$ cat src/flash_pkg.sv
// Purpose: Constants and types for the flash controller.
// Assumes: 25 MHz clock, 24-bit program words.
// Notes: Offsets are core byte addresses.
package flash_pkg;
  // Register offsets in the core's special-function space.
  localparam logic [15:0] OFF_OP_CONTROL = 16'h0760;
  localparam logic [15:0] OFF_ADDR_LOW = 16'h0762;
  localparam logic [15:0] OFF_ADDR_HIGH = 16'h0764;
  localparam logic [15:0] OFF_UNLOCK_KEY = 16'h0766;
  // Control register field positions.
  localparam int BIT_START = 15;
  localparam int BIT_WRITE_ENABLE = 14;
  localparam int BIT_WRITE_ERROR = 13;
  localparam int BIT_TWRI = 8;
  localparam int OPCODE_MSB = 6;
  // Bits software may store directly: enable, error, TWRI and the opcode.
  localparam logic [15:0] CTRL_SW_MASK = 16'h617f;
  // Values after reset.
  localparam logic [15:0] CTRL_RESET = 16'h0000;
  localparam logic [15:0] ADDR_LOW_RESET = 16'h0000;
  localparam logic [7:0] ADDR_HIGH_RESET = 8'h00;
  // Unlock key values, written back to back.
  localparam logic [7:0] KEY_FIRST = 8'h55;
  localparam logic [7:0] KEY_SECOND = 8'haa;
  // Operation codes for program flash.
  localparam logic [6:0] OPC_ERASE_ROW = 7'h41;
  localparam logic [6:0] OPC_PROGRAM_ROW = 7'h01;
  // Row and panel geometry.
  localparam int ROW_WORDS = 32;
  localparam int PANEL_ROWS = 128;
  localparam int IDX_W = $clog2(ROW_WORDS);
  localparam int ROW_W = $clog2(PANEL_ROWS);
  localparam int ROW_LSB = IDX_W + 1;
  localparam int PANEL_LSB = ROW_LSB + ROW_W;
  localparam int PANEL_W = 24 - PANEL_LSB;
  // Operation time and its cycle count at the system clock rate.
  localparam int CLK_KHZ = 25000;
  localparam int OP_TIME_US = 2000;
  localparam int OP_CYCLES = OP_TIME_US * CLK_KHZ / 1000;
  localparam int OP_CNT_W = 17;
  // Table write occupies one extra stall cycle.
  localparam logic [1:0] TBLWR_STALL_CYCLES = 2'd1;

  // Operation sequencer states, Gray coded along idle-run-finish.
  typedef enum logic [1:0] {
    ST_IDLE = 2'b00,
    ST_RUN = 2'b01,
    ST_FINISH = 2'b11
  } op_state_t;
endpackage : flash_pkg

$ cat src/latch_if.sv
// Purpose: Controller to latch bank carrier.
// Assumes: One clock for both ends.
// Notes: Write and read ports are independent.
`timescale 1ns/1ps
interface latch_if;
  import flash_pkg::*;
  logic wrLow;           // Table write to bits 15:0.
  logic wrHigh;          // Table write to bits 23:16.
  logic byteMode;        // Byte-wide transfer.
  logic byteSel;         // Odd byte selected in byte mode.
  logic [IDX_W-1:0] wrIdx; // Latch slot written.
  logic [15:0] wrData;   // Source word.
  logic [IDX_W-1:0] rdIdx; // Latch slot read by the array.
  logic [23:0] rdData;   // Latch word read by the array.
  modport ctrl (output wrLow, wrHigh, byteMode, byteSel, wrIdx, wrData, rdIdx, input rdData);
  modport bank (input wrLow, wrHigh, byteMode, byteSel, wrIdx, wrData, rdIdx, output rdData);
endinterface : latch_if

$ cat src/write_latch_bank.sv
// Purpose: One row of programming data.
// Assumes: One table write at a time.
// Notes: Contents reset to zero and survive operations.
`timescale 1ns/1ps
module write_latch_bank
  import flash_pkg::*;
(
  input wire logic clk_sys,
  input wire logic rstn,
  latch_if.bank lat
);
  // Latch storage, addressed by slot index.
  logic [23:0] mem_q [ROW_WORDS];

  // Byte merges for each kind of table write.
  wire [15:0] lowMerged = !lat.byteMode ? lat.wrData :
    (lat.byteSel ? {lat.wrData[7:0], mem_q[lat.wrIdx][7:0]} : {mem_q[lat.wrIdx][15:8], lat.wrData[7:0]});
  // High part takes only the low source byte; odd byte in byte mode is a phantom.
  wire highTakes = lat.wrHigh && !(lat.byteMode && lat.byteSel); // [RULE20]

  // One slot updated per table write; only the latches change, never the array.
  always_ff @(posedge clk_sys) begin
    if (!rstn) begin
      for (int i = 0; i < ROW_WORDS; i++) begin
        mem_q[i] <= 24'h000000;
      end
    end else begin
      if (lat.wrLow) begin
        mem_q[lat.wrIdx][15:0] <= lowMerged; // [RULE5] [RULE6] [RULE9]
      end
      if (highTakes) begin
        mem_q[lat.wrIdx][23:16] <= lat.wrData[7:0]; // [RULE5] [RULE20]
      end
    end
  end

  // Array reads the slot it is programming.
  assign lat.rdData = mem_q[lat.rdIdx]; // [RULE3]
endmodule : write_latch_bank

$ cat src/op_timer.sv
// Purpose: Times one operation.
// Assumes: Start is a pulse while idle.
// Notes: Abort stops without a done pulse.
`timescale 1ns/1ps
module op_timer
  import flash_pkg::*;
#(
  parameter int OpCycles = OP_CYCLES
) (
  input wire logic clk_sys,
  input wire logic rstn,
  input wire logic start,
  input wire logic abort,
  output logic busy,
  output logic done
);
  logic [OP_CNT_W-1:0] cnt_q; // Cycles remaining.
  logic busy_q;               // Operation in progress.
  localparam logic [OP_CNT_W-1:0] LOAD = OP_CNT_W'(OpCycles - 1);

  wire lastCycle = busy_q && (cnt_q == '0);

  // Count down from the operation length; the last cycle ends it.
  always_ff @(posedge clk_sys) begin
    if (!rstn) begin
      cnt_q <= '0;
      busy_q <= 1'b0;
    end else if (abort) begin
      busy_q <= 1'b0;
    end else if (start && !busy_q) begin
      cnt_q <= LOAD;
      busy_q <= 1'b1; // [RULE15]
    end else if (busy_q) begin
      cnt_q <= cnt_q - OP_CNT_W'(1);
      busy_q <= !lastCycle;
    end
  end

  assign busy = busy_q;
  assign done = lastCycle && !abort;
endmodule : op_timer

$ cat src/flash_self_program_ctrl.sv
// Purpose: Self-programming controller for program flash.
// Assumes: Core strobes last one clk_sys cycle.
// Notes: Register writes and table accesses made while cpuStall is high are ignored; register reads still answer.
// How it works
// [RULE1] Erase or program one 32-word row.
// [RULE2] Row and panel come from captured address.
// [RULE3] Latches hold the row's data before programming.
// [RULE4] Core loads latches in order, row-aligned.
// [RULE5] Low part is bits 15:0, high 23:16.
// [RULE6] Both parts allow word or byte transfers.
// [RULE7] Address is page byte joined to effective address.
// [RULE8] Core issues 32 low and 32 high writes.
// [RULE9] Table write touches latches only, two cycles.
// [RULE10] Low address captures effective address bits 15:0.
// [RULE11] High address captures address bits 23:16.
// [RULE12] Software may write both address registers.
// [RULE13] Key register write-only; 0x55 then 0xAA.
// [RULE14] Start bit 15 begins op, clears at end.
// [RULE15] Operation lasts 2 ms, core stalled throughout.
// [RULE16] Control selects blocks, memory, erase or program.
// [RULE17] Core sets control and enable before erase.
// [RULE18] Core blocks low-priority interrupts during unlock.
// [RULE19] Core executes two no-ops after start.
// [RULE20] High write uses only source low byte.
// [RULE21] Software cannot clear the start bit.
// [RULE22] Write enable clear at reset, gates writes.
// [RULE23] Reset during operation sets error, keeps address.
// [RULE24] Done flag set at completion until cleared.
// [RULE25] Keys must be back to back, else disarm.
// [RULE26] Start without enable is dropped entirely.
`timescale 1ns/1ps
module flash_self_program_ctrl
  import flash_pkg::*;
#(
  parameter int OpCycles = OP_CYCLES
) (
  input wire logic clk_sys,
  input wire logic rstn,
  // Register port from the core.
  input wire logic regWr,
  input wire logic regRd,
  input wire logic [15:0] regAddr,
  input wire logic [15:0] regWrData,
  output logic [15:0] regRdData,
  // Table instruction port from the core.
  input wire logic tblReq,
  input wire logic tblWrite,
  input wire logic tblHigh,
  input wire logic tblByte,
  input wire logic [7:0] tablePage,
  input wire logic [15:0] effectiveAddr,
  input wire logic [15:0] tblWrData,
  output logic [15:0] tblRdData,
  output logic tblRdValid,
  output logic cpuStall,
  // Reset events that can interrupt an operation.
  input wire logic resetAbort,
  // Done flag handling toward the interrupt controller.
  input wire logic doneFlagClr,
  output logic memOpDoneFlag,
  // Flash array side.
  output logic [23:0] arrRdAddr,
  input wire logic [23:0] arrRdData,
  output logic arrErase,
  output logic arrProgram,
  output logic [ROW_W-1:0] arrRowSel,
  output logic [PANEL_W-1:0] arrPanelSel,
  input wire logic [IDX_W-1:0] arrLatchIdx,
  output logic [23:0] arrLatchData
);
  latch_if lat();

  // Control and address registers.
  logic [15:0] ctrl_q;        // Control register image.
  logic [15:0] addrLow_q;     // Low program address.
  logic [7:0] addrHigh_q;     // High program address byte.
  logic keyFirst_q;           // First key seen on the previous register write.
  logic armed_q;              // Both keys seen back to back.
  logic latchLoaded_q;        // At least one latch write since last program.
  logic doneFlag_q;           // Sticky completion flag.
  op_state_t state_q;         // Sequencer state.
  op_state_t state_d;
  logic opErase_q;            // Running operation is an erase.
  logic [ROW_W-1:0] row_q;    // Row latched at start.
  logic [PANEL_W-1:0] panel_q; // Panel latched at start.
  logic [1:0] tblStall_q;     // Extra stall cycles after a table write.
  logic [23:0] rdAddr_q;      // Program address being read.
  logic rdPend_q;             // Read issued, data due next cycle.
  logic rdHigh_q;             // Pending read is the high part.
  logic rdByte_q;             // Pending read is byte-wide.
  logic [15:0] rdData_q;      // Read result toward the core.
  logic rdValid_q;            // Read result valid pulse.

  // Decode of the register port.
  wire selCtrl = (regAddr == OFF_OP_CONTROL);
  wire selLow = (regAddr == OFF_ADDR_LOW);
  wire selHigh = (regAddr == OFF_ADDR_HIGH);
  wire selKey = (regAddr == OFF_UNLOCK_KEY);
  wire busy = (state_q != ST_IDLE);
  wire accept = !cpuStall;
  wire wrCtrl = accept && regWr && selCtrl;
  wire wrLow = accept && regWr && selLow;
  wire wrHigh = accept && regWr && selHigh;
  wire wrKey = accept && regWr && selKey;
  wire [7:0] keyVal = regWrData[7:0];

  // Start request and its qualifiers.
  wire [6:0] opcode = ctrl_q[OPCODE_MSB:0];
  wire [6:0] newOpcode = regWrData[OPCODE_MSB:0];
  wire newEnable = regWrData[BIT_WRITE_ENABLE];
  wire newErase = (newOpcode == OPC_ERASE_ROW);
  wire newProgram = (newOpcode == OPC_PROGRAM_ROW) && latchLoaded_q; // [RULE3]
  wire startReq = wrCtrl && regWrData[BIT_START];
  wire startOk = startReq && armed_q && newEnable && (newErase || newProgram); // [RULE13] [RULE22] [RULE26]

  // Table access decode; the full address is page byte over effective address.
  wire tblTake = accept && tblReq;
  wire tblWr = tblTake && tblWrite;
  wire tblRd = tblTake && !tblWrite;
  wire [23:0] tblAddr = {tablePage, effectiveAddr}; // [RULE7]
  wire [23:0] opAddr = {addrHigh_q, addrLow_q};

  // Timer for the 2 ms operation.
  wire timerBusy;
  wire timerDone;

  op_timer #(
    .OpCycles(OpCycles)
  ) u_timer (
    .clk_sys(clk_sys),
    .rstn(rstn),
    .start(startOk),
    .abort(resetAbort),
    .busy(timerBusy),
    .done(timerDone)
  );

  // Latch bank write and read paths; slot is the word index within the row.
  assign lat.wrLow = tblWr && !tblHigh; // [RULE9]
  assign lat.wrHigh = tblWr && tblHigh;
  assign lat.byteMode = tblByte; // [RULE6]
  assign lat.byteSel = effectiveAddr[0];
  assign lat.wrIdx = effectiveAddr[IDX_W:1]; // [RULE4]
  assign lat.wrData = tblWrData;
  assign lat.rdIdx = arrLatchIdx;

  write_latch_bank u_latches (
    .clk_sys(clk_sys),
    .rstn(rstn),
    .lat(lat)
  );

  // Sequencer next state: run for the timed length, then one finish cycle.
  always_comb begin
    state_d = state_q;
    unique case (state_q)
      ST_IDLE: begin
        if (startOk) begin
          state_d = ST_RUN; // [RULE14]
        end
      end
      ST_RUN: begin
        if (resetAbort) begin
          state_d = ST_IDLE;
        end else if (timerDone) begin
          state_d = ST_FINISH;
        end
      end
      ST_FINISH: begin
        state_d = ST_IDLE;
      end
      default: begin
        state_d = ST_IDLE;
      end
    endcase
  end

  // Sequencer state and the operation's row, panel and kind.
  always_ff @(posedge clk_sys) begin
    if (!rstn) begin
      state_q <= ST_IDLE;
      opErase_q <= 1'b0;
      row_q <= '0;
      panel_q <= '0;
    end else begin
      state_q <= state_d;
      if (startOk) begin
        opErase_q <= newErase; // [RULE16]
        row_q <= opAddr[PANEL_LSB-1:ROW_LSB]; // [RULE2] [RULE10]
        panel_q <= opAddr[23:PANEL_LSB]; // [RULE2]
      end
    end
  end

  // Control register; software cannot touch the start bit directly.
  always_ff @(posedge clk_sys) begin
    if (!rstn) begin
      ctrl_q <= CTRL_RESET; // [RULE22]
    end else begin
      if (wrCtrl) begin
        ctrl_q <= (ctrl_q & ~CTRL_SW_MASK) | (regWrData & CTRL_SW_MASK); // [RULE16] [RULE21]
      end
      if (startOk) begin
        ctrl_q[BIT_START] <= 1'b1; // [RULE14]
      end else if (state_q == ST_FINISH || (busy && resetAbort)) begin
        ctrl_q[BIT_START] <= 1'b0; // [RULE14] [RULE21]
      end
      // An interrupted operation leaves an error mark; setting beats a clear.
      if (busy && resetAbort) begin
        ctrl_q[BIT_WRITE_ERROR] <= 1'b1; // [RULE23]
      end
    end
  end

  // Address registers follow every table access and direct writes alike.
  always_ff @(posedge clk_sys) begin
    if (!rstn) begin
      addrLow_q <= ADDR_LOW_RESET;
      addrHigh_q <= ADDR_HIGH_RESET;
    end else if (tblTake) begin
      addrLow_q <= tblAddr[15:0]; // [RULE10]
      addrHigh_q <= tblAddr[23:16]; // [RULE11]
    end else begin
      if (wrLow) begin
        addrLow_q <= regWrData; // [RULE12]
      end
      if (wrHigh) begin
        addrHigh_q <= regWrData[7:0]; // [RULE12]
      end
    end
  end

  // Unlock tracking: any other register write breaks the key pair.
  always_ff @(posedge clk_sys) begin
    if (!rstn) begin
      keyFirst_q <= 1'b0;
      armed_q <= 1'b0;
    end else if (accept && regWr) begin
      keyFirst_q <= wrKey && (keyVal == KEY_FIRST); // [RULE25]
      armed_q <= wrKey && keyFirst_q && (keyVal == KEY_SECOND); // [RULE13] [RULE25]
    end
  end

  // Latch-loaded mark: a program with empty latches is not started.
  always_ff @(posedge clk_sys) begin
    if (!rstn) begin
      latchLoaded_q <= 1'b0;
    end else if (tblWr) begin
      latchLoaded_q <= 1'b1; // [RULE3]
    end else if (startOk && !newErase) begin
      latchLoaded_q <= 1'b0;
    end
  end

  // Done flag: completion wins over a same-cycle clear.
  always_ff @(posedge clk_sys) begin
    if (!rstn) begin
      doneFlag_q <= 1'b0;
    end else if (state_q == ST_FINISH) begin
      doneFlag_q <= 1'b1; // [RULE24]
    end else if (doneFlagClr) begin
      doneFlag_q <= 1'b0;
    end
  end

  // A table write holds the core one extra cycle so it spans two cycles.
  always_ff @(posedge clk_sys) begin
    if (!rstn) begin
      tblStall_q <= 2'd0;
    end else if (tblWr) begin
      tblStall_q <= TBLWR_STALL_CYCLES; // [RULE9]
    end else if (tblStall_q != 2'd0) begin
      tblStall_q <= tblStall_q - 2'd1;
    end
  end

  // Table read: address in one cycle, part selection the next.
  always_ff @(posedge clk_sys) begin
    if (!rstn) begin
      rdAddr_q <= 24'h000000;
      rdPend_q <= 1'b0;
      rdHigh_q <= 1'b0;
      rdByte_q <= 1'b0;
      rdData_q <= 16'h0000;
      rdValid_q <= 1'b0;
    end else begin
      rdPend_q <= tblRd;
      rdValid_q <= rdPend_q;
      if (tblRd) begin
        rdAddr_q <= tblAddr; // [RULE7]
        rdHigh_q <= tblHigh;
        rdByte_q <= tblByte;
      end
      if (rdPend_q) begin
        rdData_q <= readPart(arrRdData, rdHigh_q, rdByte_q, rdAddr_q[0]); // [RULE5] [RULE6]
      end
    end
  end

  // Selects the low or high part of a program word, word or byte wide.
  function automatic logic [15:0] readPart(input logic [23:0] w, input logic hi, input logic bm, input logic odd);
    logic [15:0] r;
    r = hi ? {8'h00, w[23:16]} : w[15:0];
    if (bm) begin
      r = hi ? (odd ? 16'h0000 : {8'h00, w[23:16]}) : {8'h00, (odd ? w[15:8] : w[7:0])};
    end
    return r;
  endfunction : readPart

  // Register read mux; the key register reads as zero.
  assign regRdData = !regRd ? 16'h0000 :
    selCtrl ? ctrl_q :
    selLow ? addrLow_q :
    selHigh ? {8'h00, addrHigh_q} : 16'h0000; // [RULE13]

  // Core stall covers the whole operation and the table write's second cycle.
  assign cpuStall = busy || timerBusy || (tblStall_q != 2'd0); // [RULE15] [RULE9]
  assign tblRdData = rdData_q;
  assign tblRdValid = rdValid_q;
  assign memOpDoneFlag = doneFlag_q;
  assign arrRdAddr = rdAddr_q;
  assign arrErase = (state_q == ST_RUN) && opErase_q; // [RULE1]
  assign arrProgram = (state_q == ST_RUN) && !opErase_q; // [RULE1]
  assign arrRowSel = row_q;
  assign arrPanelSel = panel_q;
  assign arrLatchData = lat.rdData;
endmodule : flash_self_program_ctrl

$ cat config.mk
export PLATFORM = sky130hd
export DESIGN_NAME = flash_self_program_ctrl
export DESIGN_NICKNAME = d
export VERILOG_FILES = /design/src/flash_pkg.sv /design/src/latch_if.sv /design/src/write_latch_bank.sv /design/src/op_timer.sv /design/src/flash_self_program_ctrl.sv
export SDC_FILE = /design/constraint.sdc
export NUM_CORES = 1
export LEC_CHECK = 0
export BUFFER_PORTS_ARGS = -buffer_cell sky130_fd_sc_hd__buf_2
export CAP_MARGIN = 30
export CELL_PAD_IN_SITES_DETAIL_PLACEMENT = 0
export CELL_PAD_IN_SITES_GLOBAL_PLACEMENT = 2
export CORE_ASPECT_RATIO = 1.4
export CORE_MARGIN = 1.5
export CORE_UTILIZATION = 30
export CTS_BUF_LIST = sky130_fd_sc_hd__clkbuf_4 sky130_fd_sc_hd__clkbuf_8 sky130_fd_sc_hd__clkbuf_16
export DETAILED_ROUTE_END_ITERATION = 10
export PLACE_DENSITY = 0.69
export SLEW_MARGIN = 25
export SYNTH_ARGS = -nofsm -noshare
export SYNTH_HDL_FRONTEND = slang
export SYNTH_SLANG_ARGS = --single-unit
export TNS_END_PERCENT = 1
$ cat constraint.sdc
create_clock -name clk_sys -period 2.8 [get_ports clk_sys]
set_clock_uncertainty 0.05 [all_clocks]
set_input_delay 0.14 -clock clk_sys [delete_from_list [all_inputs] [get_ports clk_sys]]
set_output_delay 0.14 -clock clk_sys [all_outputs]
set_load 0.005 [all_outputs]
==> results.md <==
* Routed WL at 122,000 um
* Most used cell along the critical path: a211oi_1
* Layout cells sized above 1 at 0.263
* Vias per inst at slightly below 5
* Area delta synth->final at 23.1%
* Setup slack after layout at approximately 0.12 ns
* Min-Delay Path Class: in2reg
* CP Launch Type: register
* Flops & latches, synth at about 890
* Initial antenna violation count at 9
* CP required at around 2.6 ns
* Max-slew violations at 0
* Vias in the first global route at between 20,000 and 30,000
* Actual slew at the worst max-slew pin at about 1 ns
* CTS clk-pin slew, worst paths at approximately 0.060 ns
* Post-synth EDFFs at roughly 770
* Total power at 31.6 mW
* Period utilisation layout at 0.957
* TritonCTS clock tree: built
* Root buf cell: clkbuf_16
* Routed WL per cell at around 23 um
* Num Clock Sinks at a little under 900
* Iteration count of the initial detailed-routing pass at 6
* Row count at 158
* Final setup fails at 0
* First-pass GRT wire length at about 180,000 um
* Mapped cell area at 39,900 um^2
* Register area share after synthesis at 0.641
* Final Hold Viols at 0
* CP Capture Type: output port
* Main synth FF type: edfxtp_1
* Post-route minimum period at between 2 and 3 ns
* Area leader, netlist: edfxtp_1
* Worst setup path class: reg2out
* IO Pins at ~210
* RR Startpoint: tblStall_q[0]
* Synth async-reset ratio at 0
* Yosys Warn Count at 0
* Share of the synthesized area in the top cell type at 0.578
* Clock tree buffer depth at 3
* # nets final at ~3,600
* Power per cell area at ~640 nW/um^2
* Worst R2R Path Depth at 10
* Number of setup buffers added after CTS at 0
* Worst EP arrival at roughly 2.5 ns
* Fmax achieved at 373 MHz
* HPWL after detailed placement at between 80,000 and 90,000 um
* P_leak at 18.0 nW
* Vias at between 20,000 and 30,000
* Pre-CTS setup slack at -0.00938 ns
* RePlAce Congestion at 0.838
* Max transition margin at 0.332
* Die area at between 100,000 and 150,000 um^2
* Slack of the worst reg-to-reg path at between 0.1 and 0.15 ns
* TritonCTS buffer count at 96
* CP Cell Sequence: mux4_2 > a211oi_1 > a211oi_1 > buf_4 > buf_2
* Post-synthesis cell type count at slightly below 70
* Crit path max-delay cell type: mux4_2
* Top cells by area, synth: edfxtp_1 58%, mux4_2 9.5%, dfxtp_1 6.2%, nor2_1 5.5%, and2_1 4.1%
* Final TNS setup at 0 ns
* I/O Buffers at between 200 and 250
* Tot GR Track Use at 0.179
* Die Width at between 300 and 400 um
* Syn Area/Cell at roughly 13 um^2
* Maximum number of pins on one net before global-route repair at approximately 90
* Max-cap violations at 0
* Worst Setup SP: u_latches.mem_q[10][10]
* Status: complete, no violations
* Max incr delay on CP at between 0.4 and 0.5 ns
* RSZ-0062 raised after global routing: true
* Residual DRC at 0
* Starting Density at 0.301
* Final ANT Viol Nets at 0
* Starting DRT DRC Count at 1,670
* Core area at 132,000 um^2
* Crit path capture: arrLatchData[10]
* Peak supply drop at slightly below 0.5 mV
* Cells after Synth at 3,064
* Die height at ~430 um
* Worst-skew pair later-pin latency at about 0.7 ns
* # fillers at 12,700
* CP Max Fanout at 1
* Gr ovfl total at 0
* CTS H-tree lvls at 3
* Critical R2R Capture: addrLow_q[15]
* Post-Syn Nets at about 3,200
sequential cells by signal, summed over array words and instances (netlist names), 2 cells and up:
name             count
addrHigh_q           8
addrLow_q           16
arrPanelSel         11
arrRdAddr           24
arrRowSel            7
ctrl_q              11
state_q              2
tblRdData           16
tblStall_q           2
u_latches.mem_q    768
u_timer.cnt_q       17
what timing repair did:
action / 4_1_cts / 5_1_grt
endpoints found under the setup margin: 23 / 310
hold endpoints to repair: 97 / 0
hold buffers: 91 / 0
gates resized for setup: 3 / 36
cell usage in the layout (no fill, tap or decap), drive strengths merged, types with 4 or more instances in the layout:
cell	count
edfxtp	768
nor2	589
buf	480
nand2	323
and2	262
mux4	168
dfxtp	124
clkbuf	109
dlygate4sd3	91
a21oi	89
o22ai	72
mux2i	64
a211oi	51
nand2b	45
nor3	44
clkinv	44
o21ai	39
nand3	29
mux2	24
nor2b	23
a31oi	16
inv	16
bufinv	12
clkinvlp	11
o211ai	8
or4	8
a222oi	7
and3	7
or3	7
or2	6
a22oi	6
a311oi	6
nor4	5
nand3b	4
routing by layer:
layer	share of wire	routed length [um]	track usage
met1	0.39	47500	0.208
met2	0.53	64500	0.334
met3	0.049	5990	0.0287
met4	0.030	3590	0.0609
met5	0.00054	66	0
worst min path at each step:
stage                           start                     to  slack [ns]  depth (start not counted)
detailed placement   effectiveAddr[9]           arrRdAddr[9]        0.36                          3
finish                   tblWrData[2]  u_latches.mem_q[6][2]        0.10                          2
floorplan           effectiveAddr[10]          arrRdAddr[10]        0.23                          2
global route             tblWrData[2]  u_latches.mem_q[6][2]        0.08                          2
CTS                      tblWrData[2]  u_latches.mem_q[6][2]        0.05                          2
global placement         tablePage[3]          arrRdAddr[19]        0.35                          3
through the flow:
step / cell area [um^2] / hold slack, ns / instances / util
floorplan: 39900 / 0.226 / 3064 / -
global placement: 44700 / 0.351 / 5086 / 0.338
detailed placement: 44700 / 0.359 / 5086 / 0.338
CTS: 49000 / 0.0535 / 5357 / 0.370
global route: 49100 / 0.0778 / 5357 / 0.371
finish: 49100 / 0.104 / 5359 / 0.371
critical path: cells and delay by family, from the launching register on:
kind | cells | cell delay, ns
multiplexers | 1 | 0.48
buffers and inverters | 2 | 0.31
flip-flops | 1 | 0.38
AO/OA/AOI/OAI | 2 | 0.60
report_power, final:
part / leakage [nW] / switching [mW] / internal (mW) / total (mW)
clock network: 1.63 / 5.66 / 7.76 / 13.4
logic: 7.46 / 1.83 / 1.16 / 2.99
registers: 8.93 / 0.281 / 14.9 / 15.2
total: 18.0 / 7.77 / 23.9 / 31.6
cells in the mapped netlist, types with 23 or more instances:
library cell / count
nor3_4: 30
dfxtp_1: 124
o21ai_0: 39
and2_1: 262
edfxtp_1: 768
a211oi_1: 50
nor2b_1: 23
mux2i_1: 64
o22ai_1: 72
a21oi_1: 88
clkbuf_1: 177
nand3_1: 29
buf_2: 23
nor2_1: 588
nand2_1: 321
nand2b_1: 45
mux2_2: 24
mux4_2: 168
cell type report:
class                           count  area, um^2  area share
Clock buffer                      109        2560      0.0521
Timing Repair Buffer              571        4320      0.0881
Multi-Input combinational cell   1942       13600       0.277
Antenna cell                        2        5.00    0.000102
Clock inverter                     71         785      0.0160
Sequential cell                   892       25500       0.521
Tap cell                         1760        2200      0.0449
Inverter                           12        46.3    0.000944
logic make-up (layout without fill, tap and decap cells):
group / after synthesis / count (layout) / share of synthesized area
xor+xnor: 4 / 4 / 0.000879
flops: 892 / 892 / 0.641
buf+inv: 230 / 763 / 0.0236
other cells: 0 / 2 / 0
mux: 256 / 256 / 0.118
fa+ha+maj: 3 / 3 / 0.000942
simple gates: 1371 / 1371 / 0.167
compound gates: 308 / 308 / 0.0487
Power figures use the tool's default switching activity.
